--- config.mk ---
export PLATFORM = sky130hd
export DESIGN_NAME = uart_aux_line
export DESIGN_NICKNAME = d
export VERILOG_FILES = /design/src/hdl/uart_aux_pkg.sv /design/src/hdl/char_stream_if.sv /design/src/hdl/ir_codec.sv /design/src/hdl/rx_char_buf.sv /design/src/hdl/uart_aux_line.sv
export VERILOG_INCLUDE_DIRS = /design/src /design/src/hdl
export SDC_FILE = /design/constraint.sdc
export NUM_CORES = 1
export LEC_CHECK = 0
export BUFFER_PORTS_ARGS = -buffer_cell sky130_fd_sc_hd__buf_2
export CAP_MARGIN = 25
export CELL_PAD_IN_SITES_DETAIL_PLACEMENT = 0
export CELL_PAD_IN_SITES_GLOBAL_PLACEMENT = 1
export CORE_MARGIN = 4
export CORE_UTILIZATION = 30
export CTS_CLUSTER_DIAMETER = 60
export DETAILED_ROUTE_END_ITERATION = 8
export PLACE_DENSITY = 0.71
export SETUP_SLACK_MARGIN = 0.05
export SYNTH_ARGS = -nofsm -noshare
export SYNTH_HDL_FRONTEND = slang
export SYNTH_SLANG_ARGS = --single-unit
--- constraint.sdc ---
create_clock -name clk -period 1.6 [get_ports clk]
set_clock_uncertainty 0.1 [all_clocks]
set_input_delay 0.16 -clock clk [delete_from_list [all_inputs] [get_ports clk]]
set_output_delay 0.16 -clock clk [all_outputs]
set_load 0.01 [all_outputs]
--- src/hdl/uart_aux_regs.svh ---
// Timing counts, idle codes and reset values of the auxiliary line features.
`ifndef UART_AUX_REGS_SVH
`define UART_AUX_REGS_SVH

`define IR_PULSE_FIRST      4'h7
`define IR_PULSE_LAST       4'h9
`define IR_PHASE_IDLE       4'hF
`define IR_HOLD_TICKS       4'hF
`define TICKS_PER_BIT       5'h10
`define PAUSE_CHARS         2'h2
`define CHAR_FRAME_BITS     4'h7
`define MODEM_DELTA_NONE    4'h0
`define MODEM_PINS_IDLE     4'hF
`define PAUSE_CNT_RESET     9'h000

`endif

--- src/hdl/uart_aux_pkg.sv ---
// Types and helper functions shared by the auxiliary line feature modules.
package uart_aux_pkg;

   typedef enum logic [1:0] {
      WLEN_5 = 2'b00,
      WLEN_6 = 2'b01,
      WLEN_7 = 2'b10,
      WLEN_8 = 2'b11
   } word_len_type;

   typedef enum logic {
      PWR_AWAKE  = 1'b0,
      PWR_ASLEEP = 1'b1
   } power_state_type;

   // Returns the mask of the character bits that the word length uses.
   function automatic logic [7:0] char_mask(input logic [1:0] word_len);
      case (word_len)
         WLEN_5:  char_mask = 8'h1F;
         WLEN_6:  char_mask = 8'h3F;
         WLEN_7:  char_mask = 8'h7F;
         default: char_mask = 8'hFF;
      endcase
   endfunction

   // Returns the bits in one character frame: start, data, parity and stop bits.
   function automatic logic [3:0] frame_bits(input logic [1:0] word_len,
                                             input logic       parity_en,
                                             input logic       two_stop);
      frame_bits = 4'h7 + {2'h0, word_len} + {3'h0, parity_en} + {3'h0, two_stop};
   endfunction

endpackage

--- src/hdl/char_stream_if.sv ---
// Valid and ready stream of received characters between the buffer and its neighbours.
`timescale 1ns/1ns
interface char_stream_if #(parameter int WIDTH = 9);
   logic             valid;
   logic             ready;
   logic [WIDTH-1:0] data;

   modport src (output valid, output data, input ready);
   modport snk (input valid, input data, output ready);
endinterface

--- src/hdl/ir_codec.sv ---
// Infrared pulse encoder and decoder running on the sixteen-times baud tick.
`timescale 1ns/1ns
`include "uart_aux_regs.svh"
module ir_codec (
   input  logic clk,
   input  logic rst_n,
   input  logic baud16_tick,
   input  logic tx_bit_start,
   input  logic tx_bit,
   input  logic rx_level,
   input  logic rx_invert,
   output logic ir_tx,
   output logic ir_rx_bit
);
   logic       bit_ff;
   logic [3:0] phase_ff;
   logic [3:0] hold_ff;
   logic       dec_ff;
   logic [3:0] hi_ticks_ff;
   wire        rx_pulse;

   assign ir_tx     = !bit_ff && (phase_ff >= `IR_PULSE_FIRST) && (phase_ff <= `IR_PULSE_LAST);
   assign rx_pulse  = rx_invert ? !rx_level : rx_level;
   assign ir_rx_bit = dec_ff;

   always_ff @(posedge clk or negedge rst_n) begin
      if (!rst_n) begin
         bit_ff   <= 1'b1;
         phase_ff <= `IR_PHASE_IDLE;
      end else if (tx_bit_start) begin
         bit_ff   <= tx_bit;
         phase_ff <= 4'h0;
      end else if (baud16_tick && phase_ff != `IR_PHASE_IDLE) begin
         phase_ff <= phase_ff + 4'h1;
      end
   end

   always_ff @(posedge clk or negedge rst_n) begin
      if (!rst_n) begin
         hold_ff <= 4'h0;
         dec_ff  <= 1'b1;
      end else if (baud16_tick) begin
         if (rx_pulse) begin
            hold_ff <= `IR_HOLD_TICKS;
            dec_ff  <= 1'b0;
         end else if (hold_ff != 4'h0) begin
            hold_ff <= hold_ff - 4'h1;
         end else begin
            dec_ff  <= 1'b1;
         end
      end
   end

   always_ff @(posedge clk or negedge rst_n) begin
      if (!rst_n) hi_ticks_ff <= 4'h0;
      else if (!ir_tx) hi_ticks_ff <= 4'h0;
      else if (baud16_tick) hi_ticks_ff <= hi_ticks_ff + 4'h1;
   end
endmodule

--- src/hdl/rx_char_buf.sv ---
// Two-entry buffer that holds received characters while the receive FIFO stalls.
`timescale 1ns/1ns
module rx_char_buf #(
   parameter int WIDTH = 9,
   parameter int DEPTH = 2
) (
   input  logic          clk,
   input  logic          rst_n,
   char_stream_if.snk    in_s,
   char_stream_if.src    out_s
);
   localparam int PW = (DEPTH > 1) ? $clog2(DEPTH) : 1;

   logic [WIDTH-1:0] store_ff [DEPTH];
   logic [PW-1:0]    wr_ptr_ff;
   logic [PW-1:0]    rd_ptr_ff;
   logic [PW:0]      count_ff;
   wire              push;
   wire              pop;

   assign in_s.ready  = (count_ff != (PW+1)'(DEPTH));
   assign out_s.valid = (count_ff != '0);
   assign out_s.data  = store_ff[rd_ptr_ff];
   assign push        = in_s.valid & in_s.ready;
   assign pop         = out_s.valid & out_s.ready;

   always_ff @(posedge clk or negedge rst_n) begin
      if (!rst_n) begin
         wr_ptr_ff <= '0;
         rd_ptr_ff <= '0;
         count_ff  <= '0;
      end else begin
         if (push) wr_ptr_ff <= wr_ptr_ff + 1'b1;
         if (pop) rd_ptr_ff <= rd_ptr_ff + 1'b1;
         count_ff <= count_ff + (PW+1)'(push) - (PW+1)'(pop);
      end
   end

   always_ff @(posedge clk) begin
      if (push) store_ff[wr_ptr_ff] <= in_s.data;
   end
endmodule

--- src/hdl/uart_aux_line.sv ---
// Auxiliary line features of one channel: detect, direction, infrared, sleep, loopback.
`timescale 1ns/1ns
`include "uart_aux_regs.svh"
module uart_aux_line (
   input  logic       clk,
   input  logic       rst_n,
   input  logic       baud16_tick,
   input  logic [7:0] second_pause_char,
   input  logic       special_char_en,
   input  logic [1:0] word_len,
   input  logic       parity_en,
   input  logic       two_stop_bits,
   input  logic       half_duplex_en,
   input  logic       direction_invert,
   input  logic       ir_en,
   input  logic       ir_rx_invert,
   input  logic       loopback_en,
   input  logic       sleep_en,
   input  logic       int_pending,
   input  logic [3:0] modem_delta,
   input  logic       peer_sleep_en,
   input  logic       peer_int_pending,
   input  logic [3:0] peer_modem_delta,
   input  logic       peer_rx_pin,
   input  logic       tx_hold_write,
   input  logic       tx_fifo_empty,
   input  logic       tx_shift_busy,
   input  logic       tx_bit_start,
   input  logic       tx_shift_bit,
   input  logic       core_rts_n,
   input  logic       core_dtr_n,
   input  logic       rx_char_valid,
   input  logic [7:0] rx_char,
   input  logic       rx_fifo_ready,
   input  logic       rx_trigger_reached,
   input  logic       rx_pin,
   input  logic       cts_n_pin,
   input  logic       dsr_n_pin,
   input  logic       cd_n_pin,
   input  logic       ri_n_pin,
   output logic       tx_pin,
   output logic       rts_n_pin,
   output logic       dtr_n_pin,
   output logic       rx_shift_in,
   output logic [3:0] modem_in_n,
   output logic       auto_flow_allowed,
   output logic       rx_char_ready,
   output logic       rx_fifo_valid,
   output logic [7:0] rx_fifo_data,
   output logic       special_detect_set,
   output logic       send_pause_char,
   output logic       osc_run,
   output logic       sleeping
);
   char_stream_if #(.WIDTH(9)) buf_in();
   char_stream_if #(.WIDTH(9)) buf_out();

   logic                           special_detect_ff;
   logic                           dir_active_ff;
   logic                           pause_pend_ff;
   logic [8:0]                     pause_cnt_ff;
   logic                           trig_ff;
   logic [3:0]                     modem_last_ff;
   logic                           rx_last_ff;
   uart_aux_pkg::power_state_type  pwr_ff;
   uart_aux_pkg::power_state_type  nxt_pwr;

   wire [7:0] cmp_mask;
   wire       char_match;
   wire       ir_tx;
   wire       ir_rx_bit;
   wire       direction_n;
   wire [3:0] modem_pins;
   wire       sleep_ok;
   wire       wake;
   wire [8:0] pause_ticks;

   assign cmp_mask   = uart_aux_pkg::char_mask(word_len);
   // Special character compare, bit zero first received.
   // Bit zero meets first received bit.
   assign char_match = special_char_en && (((rx_char ^ second_pause_char) & cmp_mask) == 8'h00);

   // Matched character still goes to the FIFO.
   assign buf_in.valid       = rx_char_valid;
   assign buf_in.data        = {char_match, rx_char};
   assign rx_char_ready      = buf_in.ready;
   assign buf_out.ready      = rx_fifo_ready;
   assign rx_fifo_valid      = buf_out.valid;
   assign rx_fifo_data       = buf_out.data[7:0];
   assign special_detect_set = special_detect_ff;

   rx_char_buf #(.WIDTH(9), .DEPTH(2)) u_rx_buf (
      .clk   (clk),
      .rst_n (rst_n),
      .in_s  (buf_in),
      .out_s (buf_out)
   );

   // Detection pulse on the shared status bit.
   always_ff @(posedge clk or negedge rst_n) begin
      if (!rst_n) special_detect_ff <= 1'b0;
      else special_detect_ff <= buf_out.valid && buf_out.ready && buf_out.data[8];
   end

   ir_codec u_ir (
      .clk          (clk),
      .rst_n        (rst_n),
      .baud16_tick  (baud16_tick),
      .tx_bit_start (tx_bit_start),
      .tx_bit       (tx_shift_bit),
      .rx_level     (rx_pin),
      .rx_invert    (ir_rx_invert),
      .ir_tx        (ir_tx),
      .ir_rx_bit    (ir_rx_bit)
   );

   // Direction active while data waits or shifts.
   always_ff @(posedge clk or negedge rst_n) begin
      if (!rst_n) dir_active_ff <= 1'b0;
      else dir_active_ff <= tx_shift_busy || !tx_fifo_empty;
   end

   // Asserted low one clock after the FIFO holds data.
   // Polarity inversion of the direction output.
   assign direction_n = (dir_active_ff ? 1'b0 : 1'b1) ^ direction_invert;

   // Outputs held and modem inputs ignored in loopback.
   assign tx_pin     = loopback_en ? !ir_en : (ir_en ? ir_tx : tx_shift_bit);
   assign rts_n_pin  = loopback_en ? 1'b1 : (half_duplex_en ? direction_n : core_rts_n);
   assign dtr_n_pin  = loopback_en ? 1'b1 : core_dtr_n;
   assign modem_pins = {cts_n_pin, dsr_n_pin, cd_n_pin, ri_n_pin};
   assign modem_in_n = loopback_en ? `MODEM_PINS_IDLE : modem_pins;

   // Transmit shift output looped into the receiver.
   // Infrared decoder feeds the receiver when enabled.
   assign rx_shift_in = loopback_en ? tx_shift_bit : (ir_en ? ir_rx_bit : rx_pin);

   // Automatic flow control off in loopback.
   assign auto_flow_allowed = !loopback_en;

   // Two character times in sixteen-times ticks.
   assign pause_ticks = 9'(`PAUSE_CHARS) *
                        {1'b0, uart_aux_pkg::frame_bits(word_len, parity_en, two_stop_bits),
                         4'h0};

   always_ff @(posedge clk or negedge rst_n) begin
      if (!rst_n) begin
         trig_ff       <= 1'b0;
         pause_pend_ff <= 1'b0;
         pause_cnt_ff  <= `PAUSE_CNT_RESET;
      end else begin
         trig_ff <= rx_trigger_reached;
         if (rx_trigger_reached && !trig_ff) begin
            pause_pend_ff <= 1'b1;
            pause_cnt_ff  <= pause_ticks;
         end else if (pause_pend_ff && baud16_tick) begin
            if (pause_cnt_ff == 9'h001) pause_pend_ff <= 1'b0;
            pause_cnt_ff <= pause_cnt_ff - 9'h001;
         end
      end
   end

   assign send_pause_char = pause_pend_ff && baud16_tick && (pause_cnt_ff == 9'h001);

   // Sleep entry condition across both channels.
   assign sleep_ok = !int_pending && !peer_int_pending && sleep_en && peer_sleep_en &&
                     (modem_delta == `MODEM_DELTA_NONE) &&
                     (peer_modem_delta == `MODEM_DELTA_NONE) && rx_pin && peer_rx_pin;

   // Wake sources, combinational so they act with the clock stopped.
   assign wake = (rx_last_ff && !rx_pin) || tx_hold_write || (modem_pins != modem_last_ff);

   // Stays automatic until sleep enable clears.
   always_comb begin
      case (pwr_ff)
         uart_aux_pkg::PWR_AWAKE:
            nxt_pwr = (sleep_ok && !wake) ? uart_aux_pkg::PWR_ASLEEP : uart_aux_pkg::PWR_AWAKE;
         uart_aux_pkg::PWR_ASLEEP:
            nxt_pwr = (wake || !sleep_ok) ? uart_aux_pkg::PWR_AWAKE : uart_aux_pkg::PWR_ASLEEP;
         default:
            nxt_pwr = uart_aux_pkg::PWR_AWAKE;
      endcase
   end

   always_ff @(posedge clk or negedge rst_n) begin
      if (!rst_n) begin
         pwr_ff        <= uart_aux_pkg::PWR_AWAKE;
         modem_last_ff <= `MODEM_PINS_IDLE;
         rx_last_ff    <= 1'b1;
      end else begin
         pwr_ff        <= nxt_pwr;
         modem_last_ff <= modem_pins;
         rx_last_ff    <= rx_pin;
      end
   end

   assign sleeping = (pwr_ff == uart_aux_pkg::PWR_ASLEEP);
   assign osc_run  = !sleeping || wake;
endmodule

==> flow_summary.json, run 1 <==
{
  "ys.flop_type": "dfrtp_1",
  "mappedNetlistArea_um2": 2610,
  "drive_gt1_frac": 0.467,
  "syn_inst": 227,
  "synthDominantCellAreaShare": 0.211,
  "synth_seq_cells": 51,
  "h-tree-depth": 2,
  "grt_start_max_net_pins": 20,
  "antenna_found_initial": 0,
  "die-area_um2": 10300,
  "finalCriticalPeriod_ps": 2040,
  "slowest_stage": "dfstp_2",
  "grt_pass1_vias": 2116,
  "path_delay_family": "flip-flops",
  "ys_seq_area_frac": 0.528,
  "violations": "setup timing",
  "synth-async-reset-ratio": 0.647,
  "vias_per_cell": 4.53,
  "synth_area_leader_cell": "dfrtp_1",
  "max_freq_ghz": 0.490,
  "crit_path_max_fanout": 4,
  "synth_cell_types": 43,
  "die_w_um": 101,
  "r2r_slack_ps": -60,
  "start_util": 0.313,
  "clkLatencyLatePin_ps": 300,
  "final_cell_area_um2": 3820,
  "grt_pass1_wl_um": 9520,
  "status": "finished with violations",
  "rr_worst_depth": 5,
  "switching_share": 0.327,
  "avgRoutedWirePerCell_um": 12.9,
  "synth_nets": 297,
  "hp-class": "in2reg",
  "period_share": 1.27,
  "tightest_slew_ps": 443,
  "place_ws_ps": -118,
  "routed_wirelength_um": 5870,
  "min_path_cells": 2,
  "crit_type": "reg2out",
  "cp-end-kind": "output pin",
  "place_hpwl_um": 4260,
  "yosys_warnings": 0,
  "io_buffers": 79,
  "hold_ws_ps": 30.1,
  "cap_violations": 0,
  "p_clk_frac": 0.157,
  "dr.pass1.iters": 4,
  "die_h_um": 101,
  "final_nets": 420,
  "yosys-top-cells-area": "dfrtp_1 21%, edfxtp_1 21%, dfstp_2 11%",
  "clockBufferDepth": 2,
  "placed_cell_area_um2": 3320,
  "vias": 2065,
  "yosysMostFrequentCell": "dfrtp_1",
  "core_area_um2": 8340,
  "hold_end": "u_ir.bit_ff",
  "holdCritStartpoint": "tx_shift_bit",
  "drt_iter0_drc": 34,
  "r2r-end": "pause_cnt_ff[4]",
  "cts.clk_slew.worst_paths_ps": 90,
  "clock-root-buffer": "clkbuf_8",
  "cp_cell_sequence": "ha_1 > o21ai_0 > a2bb2oi_1 > or3_1 > a21oi_2 > buf_2",
  "crit_buf_inv": 1,
  "place_congestion": 0.709,
  "postRouteAntennaNets": 0,
  "p_seq_frac": 0.394,
  "critPathRequiredTime_ps": 1340,
  "internal_power_mw": 3.17,
  "grt_usage": 0.115,
  "ios": 80,
  "core.rowCount": 33,
  "slew_viol_final": 0,
  "slew-limit-headroom": 0.705,
  "synth_edf_count": 18,
  "antennaDiodeCount": 0,
  "clock_sinks": 51,
  "drc": 0,
  "cellPowerDensity_nw_per_um2": 1230,
  "slowest_delay_ps": 560,
  "start_kind": "flip-flop",
  "finalSetupViolCount": 7,
  "p_sw_mw": 1.54,
  "rsz0062_at_grt": "true",
  "reg2reg_from": "pause_cnt_ff[0]",
  "hold_viol": 0,
  "areaGrowthSynthToFinish_pct": 46.3,
  "ys_top_cells_by_count": "22 x dfrtp_1, 19 x nand2_1, 18 x edfxtp_1, 18 x inv_1, 17 x xnor2_1",
  "grt_overflow": 0,
  "worst_slack_ps": -440,
  "cts_tree": "done",
  "ir_drop_mv": 0.485,
  "power_frac_comb": 0.449,
  "arrival_ps": 1780,
  "postSynthAreaPerCell_um2": 11.5,
  "cts_made_buffers": 5,
  "p_leak_nw": 1.68
}
per-stage QoR:
step	power (mW)	instances	setup TNS, ps	util
floorplan	2.84	227	-81.8	-
global placement	3.43	424	-411	0.398
detailed placement	3.48	424	-641	0.398
CTS	4.65	453	-1440	0.449
global route	5.02	456	-2060	0.458
finish	4.71	456	-1290	0.458
flip-flops by register name, summed over array words and instances, names as in the netlist, 2 cells and up:
name,count
u_ir.phase_ff,4
u_ir.hold_ff,4
pause_cnt_ff,9
u_rx_buf.store_ff,18
modem_last_ff,4
u_rx_buf.count_ff,2
cell type report:
type | instances | area, µm²
Fill cell | 803 | 4520
Sequential cell | 51 | 1380
Multi-Input combinational cell | 153 | 1320
Timing Repair Buffer | 121 | 838
Tap cell | 105 | 131
Clock buffer | 6 | 72.6
Inverter | 18 | 70.1
Clock inverter | 2 | 13.8
worst register-to-register path: cells and delay by family, from the launching register on:
kind            cells  cell delay [ps]
compound gates      1              120
simple gates        2              750
flops               1              410
buf+inv             1               90
fa+ha+maj           1              130
cells in the final DEF, fill, tap and decap left out, types with 4 or more instances in the layout:
cell	instances
buf_2	71
dfrtp_1	22
buf_4	20
nand2_1	18
dlygate4sd3_1	18
edfxtp_1	18
inv_1	14
xnor2_1	13
nor2_1	11
dfstp_2	11
xor2_1	10
buf_6	10
ha_1	9
mux2_4	8
a21oi_1	8
o21ai_0	7
nand3_1	7
or2_2	5
nor4_4	5
clkbuf_8	5
xnor2_2	4
metal layers:
layer,vias to the layer above,track usage,part of all wire
met5,-,0,0
met4,0,0.0368,0.014
met3,6,0.0282,0.067
met2,61,0.203,0.50
met1,968,0.138,0.42
li1,1030,-,-
worst max-delay path by stage:
stage,depth (start not counted),end,from
after CTS,6,tx_pin,u_ir.phase_ff[0]
after global routing,6,tx_pin,u_ir.phase_ff[0]
final,6,tx_pin,u_ir.phase_ff[0]
after global placement,6,tx_pin,u_ir.phase_ff[0]
after floorplan,8,u_rx_buf.count_ff[1],u_rx_buf.count_ff[1]
after detailed placement,5,send_pause_char,pause_cnt_ff[1]
power by group through the flow:
stage                     Combinational (mW)  Sequential (mW)  Clock, mW
after global placement                  1.58             1.85          0
final                                   2.11             1.86      0.738
after detailed placement                1.62             1.86          0
after CTS                               2.02             1.86      0.779
after floorplan                        0.963             1.87          0
after global routing                    2.30             1.89      0.832
repair_timing:
item,in CTS,in global routing
pin swaps,6,4
endpoints found under the setup margin,18,23
endpoints found under the hold margin,36,0
resized for setup,29,10
gates cloned,1,0
hold buffers,18,0
setup buffers,2,3
cells by family after synthesis:
| kind of cell | synth area share |
|---|---|
| compound gates | 0.0656 |
| xor+xnor | 0.0905 |
| fa+ha+maj | 0.0651 |
| buf+inv | 0.0335 |
| flops | 0.528 |
| mux | 0.0465 |
| simple gates | 0.171 |
Note: power is estimated with default switching activity, not from simulation.
==> run 2, diff against run 1 <==
Settings changed: CTS_BUF_LIST from default to sky130_fd_sc_hd__clkbuf_16.
==> run 2 against run 1 <==
  * Non-clock buffer count unchanged
  * Register-to-register slack about the same
  * Global-route usage is 0.37 points lower
  * Clock power is 40% higher
  * Critical endpoint unchanged
  * Count of clock-buffer cells in the layout down 1
  * The flow still finishes with violations (setup timing)
  * Sequential share of layout area down 0.52 points
  * Combinational power about the same
==> flow_summary.json, run 2 (same netlist as run 1, synthesis figures left out) <==
{
  "areaGrowthSynthToFinish_pct": 48.5,
  "period_share": 1.26,
  "die-area_um2": 10300,
  "grt_pass1_vias": 2078,
  "cp-end-kind": "output pin",
  "clock_sinks": 51,
  "hold_end": "u_ir.bit_ff",
  "biggestRegsByFlops": "u_rx_buf.store_ff: 18 flops, pause_cnt_ff: 9 flops",
  "min_path_cells": 2,
  "io_buffers": 79,
  "drt_iter0_drc": 41,
  "rsz0062_at_grt": "true",
  "layout_common_cells": "71 x buf_2, 22 x dfrtp_1, 20 x buf_4",
  "dr.pass1.iters": 4,
  "routed_wirelength_um": 5820,
  "place_hpwl_um": 4260,
  "place_congestion": 0.709,
  "fin_cells": 456,
  "start_kind": "flip-flop",
  "layout_commonest_cell": "buf_2",
  "antenna_found_initial": 0,
  "tightest_slew_ps": 443,
  "finalCriticalPeriod_ps": 2020,
  "final_cell_area_um2": 3880,
  "reg2reg_from": "pause_cnt_ff[0]",
  "grt_start_max_net_pins": 20,
  "largest_reg_flops": 18,
  "placed_cell_area_um2": 3320,
  "core_area_um2": 8340,
  "die_h_um": 101,
  "dp.cells": 424,
  "cap_violations": 0,
  "slew-limit-headroom": 0.704,
  "p_clk_frac": 0.205,
  "cts.clk_slew.worst_paths_ps": 60,
  "cts_tree": "done",
  "ios": 80,
  "drive_gt1_frac": 0.467,
  "grt_usage": 0.112,
  "p_seq_frac": 0.372,
  "rr_worst_depth": 5,
  "power_frac_comb": 0.422,
  "grt_pass1_wl_um": 9290,
  "status": "finished with violations",
  "finalSetupViolCount": 7,
  "avgRoutedWirePerCell_um": 12.8,
  "die_w_um": 101,
  "crit_type": "reg2out",
  "p_sw_mw": 1.56,
  "clkLatencyLatePin_ps": 280,
  "crit_path_max_fanout": 4,
  "cellPowerDensity_nw_per_um2": 1290,
  "grt_overflow": 0,
  "r2r-end": "pause_cnt_ff[4]",
  "max_freq_ghz": 0.496,
  "h-tree-depth": 2,
  "switching_share": 0.312,
  "clock-root-buffer": "clkbuf_16",
  "p_leak_nw": 1.71,
  "holdCritStartpoint": "tx_shift_bit",
  "violations": "setup timing",
  "vias_per_cell": 4.50,
  "hp-class": "in2reg",
  "vias": 2052,
  "start_util": 0.313,
  "r2r_slack_ps": -60,
  "arrival_ps": 1760,
  "worst_slack_ps": -416,
  "clockBufferDepth": 2,
  "final_nets": 420,
  "postRouteAntennaNets": 0,
  "antennaDiodeCount": 0,
  "hold_viol": 0,
  "drc": 0,
  "cts_made_buffers": 5,
  "ir_drop_mv": 0.474,
  "regMostFlops": "u_rx_buf.store_ff",
  "internal_power_mw": 3.44,
  "slew_viol_final": 0,
  "total_power_mw": 4.99,
  "core.rowCount": 33,
  "critPathRequiredTime_ps": 1340
}
-- run 2: cell types whose count changed in the layout (fill, tap and decap cells not counted), sizes merged --
cell	previous run	this run
inv	18	19
clkbuf	6	5
-- run 2: cell type report --
class,count,area (µm²)
Fill cell,805,4460
Sequential cell,51,1380
Multi-Input combinational cell,153,1320
Timing Repair Buffer,121,838
Tap cell,105,131
Clock buffer,5,125
Inverter,18,70.1
Clock inverter,3,17.5
-- run 2: critical path: stages, from the launching register on --
cell,delay (ps)
dfstp_2,550
ha_1,140
o21ai_0,80
a2bb2oi_1,130
or3_1,320
a21oi_2,120
buf_2,140
-- run 2: timing repair --
action | CTS | global route
buffers inserted | 0 | 5
setup endpoints to repair | 16 | 23
cloned | 0 | 1
pin swaps | 5 | 3
resized for setup | 11 | 29
hold buffers | 18 | 0
endpoints found under the hold margin | 36 | 0
-- run 2: how the worst max path moves through the flow --
stage | from | end | slack (ps) | cells after the start
floorplan | u_rx_buf.count_ff[1] | u_rx_buf.count_ff[1] | -70 | 8
global placement | u_ir.phase_ff[0] | tx_pin | -110 | 6
detailed placement | pause_cnt_ff[1] | send_pause_char | -120 | 5
CTS | u_ir.phase_ff[0] | tx_pin | -430 | 6
global route | u_ir.phase_ff[0] | tx_pin | -520 | 6
finish | u_ir.phase_ff[0] | tx_pin | -420 | 6
-- run 2: per-layer routing --
metal  share of wire  wire [µm]  GRT usage
met4           0.014         84     0.0368
met2            0.49       2860      0.194
met3           0.063        367     0.0248
met1            0.43       2500      0.137
met5               0          0          0
-- run 2: metrics by stage --
step | setup TNS [ps] | worst slack, ps | hold WS, ps | util
6_report | -1220 | -416 | 49.0 | 0.465
4_1_cts | -1320 | -430 | 42.6 | 0.443
3_5_place_dp | -641 | -118 | 37.4 | 0.398
5_1_grt | -1890 | -516 | 55.3 | 0.465
3_3_place_gp | -411 | -106 | 35.0 | 0.398
2_1_floorplan | -81.8 | -73.5 | -236 | -
-- run 2: power by group through the flow --
stage	sequential (mW)	combinational, mW	clock, mW
finish	1.86	2.11	1.03
global route	1.89	2.29	1.13
CTS	1.85	1.76	1.07
detailed placement	1.86	1.62	0
global placement	1.85	1.58	0
floorplan	1.87	0.963	0
==> run 3, diff against run 2 <==
Settings changed: CORE_UTILIZATION 30 to 35, PLACE_DENSITY 0.71 to 0.8, SLEW_MARGIN from default to 20.
==> run 3 against run 2 <==
  * The flow still finishes with violations (setup timing)
  * Final cell count decreased by 0.88%
  * Combinational power decreased by 4%
  * Total power increased by 1.7%
  * Register-to-register slack got worse by 20 ps
  * Die area decreased by 13%
  * Sequential share of layout area increased by 0.17 points
  * Non-clock buffer count increased by 2
  * Critical path depth unchanged
  * Count of clock-buffer cells in the layout unchanged
  * Critical endpoint unchanged
  * Largest cell class unchanged
  * Highest routed layer unchanged
==> flow_summary.json, run 3 (same netlist as run 1, synthesis figures left out) <==
{
  "dr.pass1.iters": 4,
  "rr_worst_depth": 6,
  "cap_violations": 0,
  "cts_tree": "done",
  "antennaDiodeCount": 0,
  "max_freq_ghz": 0.500,
  "routed_wirelength_um": 5830,
  "vias_per_cell": 4.62,
  "grt_overflow": 0,
  "slew_viol_final": 0,
  "die_h_um": 94.4,
  "crit_start": "u_ir.phase_ff[0]",
  "arrival_ps": 1740,
  "grt_usage": 0.132,
  "cts_made_buffers": 5,
  "avgRoutedWirePerCell_um": 12.9,
  "io_buffers": 79,
  "layout_common_cells": "71 x buf_2, 24 x buf_4, 22 x dfrtp_1",
  "drt_iter0_drc": 55,
  "clock-root-buffer": "clkbuf_16",
  "tightest_slew_ps": 437,
  "die-area_um2": 8910,
  "h-tree-depth": 2,
  "crit_type": "reg2out",
  "wl_met3_um": 367,
  "cts.clk_slew.worst_paths_ps": 70,
  "areaGrowthSynthToFinish_pct": 47.7,
  "holdCritStartpoint": "tx_shift_bit",
  "clockBufferDepth": 2,
  "hold_viol": 0,
  "place_hpwl_um": 4090,
  "grt_start_max_net_pins": 34,
  "ios": 80,
  "die_w_um": 94.4,
  "layout_commonest_cell": "buf_2",
  "finalSetupViolCount": 7,
  "postRouteAntennaNets": 0,
  "final_nets": 422,
  "cp-end-kind": "output pin",
  "hold_end": "u_ir.bit_ff",
  "slowest_stage": "dfstp_2",
  "final_util": 0.532,
  "crit_buf_inv": 1,
  "clkLatencyLatePin_ps": 290,
  "biggestRegsByFlops": "u_rx_buf.store_ff: 18 flops, pause_cnt_ff: 9 flops",
  "wl_met2_um": 2920,
  "top_layer_used": "met4",
  "core_area_um2": 7250,
  "regMostFlops": "u_rx_buf.store_ff",
  "slowest_delay_ps": 560,
  "crit_path_max_fanout": 4,
  "core.rowCount": 31,
  "finalCriticalPeriod_ps": 2000,
  "start_util": 0.360,
  "rsz0062_at_grt": "true",
  "hp-class": "in2reg",
  "p_leak_nw": 1.70,
  "vias": 2086,
  "grt_pass1_wl_um": 9260,
  "worst_slack_ps": -398,
  "critPathRequiredTime_ps": 1340,
  "drc": 0,
  "slew-limit-headroom": 0.709,
  "r2r-end": "pause_cnt_ff[6]",
  "path_delay_family": "flip-flops",
  "drive_gt1_frac": 0.462,
  "period_share": 1.25,
  "antenna_found_initial": 0,
  "status": "finished with violations",
  "clock_sinks": 51,
  "largest_reg_flops": 18,
  "min_path_cells": 2,
  "met1_length_um": 2490,
  "start_kind": "flip-flop",
  "violations": "setup timing",
  "grt_pass1_vias": 2046,
  "cp_cell_sequence": "ha_1 > o21ai_1 > a2bb2oi_1 > or3_1 > a21oi_2 > buf_2",
  "cellPowerDensity_nw_per_um2": 1320,
  "place_congestion": 0.758,
  "reg2reg_from": "pause_cnt_ff[0]",
  "ir_drop_mv": 0.801,
  "r2r_slack_ps": -80,
  "place_ws_ps": -107
}
## run 3: changes by cell type in the layout (fill, tap and decap cells not counted), moves of 2 or more
| cell | before | now |
|---|---|---|
| buf_4 | 20 | 24 |
| a21oi_1 | 8 | 10 |
| a21oi_2 | 3 | 1 |
| buf_12 | 2 | 0 |
| xnor2_1 | 13 | 15 |
| xnor2_2 | 4 | 2 |
## run 3: layer usage
| metal | GRT usage | up-vias |
|---|---|---|
| li1 | - | 1034 |
| met1 | 0.169 | 989 |
| met2 | 0.226 | 58 |
| met3 | 0.0271 | 5 |
| met4 | 0.0361 | 0 |
| met5 | 0 | - |
## run 3: how the worst max path moves through the flow
stage	end	slack [ps]	cells after the start
CTS	tx_pin	-410	6
detailed placement	tx_pin	-110	6
global placement	tx_pin	-100	6
finish	tx_pin	-400	6
global route	tx_pin	-470	6
floorplan	u_rx_buf.count_ff[1]	-70	8
## run 3: cell type report
cell class,instances,area [µm²]
repair buffers,123,828
clock inverters,3,38.8
fillers,634,3390
flip-flops and latches,51,1380
inverters,18,67.6
multi-input cells,153,1300
clock buffers,5,125
well taps,99,124
## run 3: where the power goes
| part | internal, mW | total [mW] | switching [mW] |
|---|---|---|---|
| registers | 1.68 | 1.88 | 0.194 |
| clock network | 0.728 | 1.18 | 0.456 |
| logic | 1.11 | 2.02 | 0.904 |
| total | 3.52 | 5.08 | 1.55 |
## run 3: repair_timing
item / in CTS / in global routing
setup buffers: 3 / 1
pin swaps: 7 / 3
setup endpoints to repair: 18 / 23
endpoints found under the hold margin: 49 / 0
gates cloned: 1 / 0
resized for setup: 30 / 7
hold buffers: 18 / 0
## run 3: per-stage QoR
stage / total power [mW] / std cells / hold slack (ps) / setup TNS [ps] / area (µm²)
final: 5.08 / 452 / 42.5 / -1160 / 3860
after global routing: 5.38 / 452 / 38.3 / -1700 / 3860
after CTS: 5.09 / 451 / 40.0 / -1280 / 3820
after detailed placement: 3.45 / 421 / 124 / -590 / 3310
after global placement: 3.40 / 421 / 123 / -369 / 3310
after floorplan: 2.84 / 227 / -236 / -81.8 / 2650
## run 3: worst register-to-register path, delay by kind of cell (launching register included)
kind / cells / cell delay [ps]
and+or+nand+nor: 2 / 570
DFF: 1 / 400
xor gates and xnor gates: 1 / 170
adders and majority gates: 1 / 130
AOI/OAI and AO/OA: 1 / 100
buffers and inverters: 1 / 90
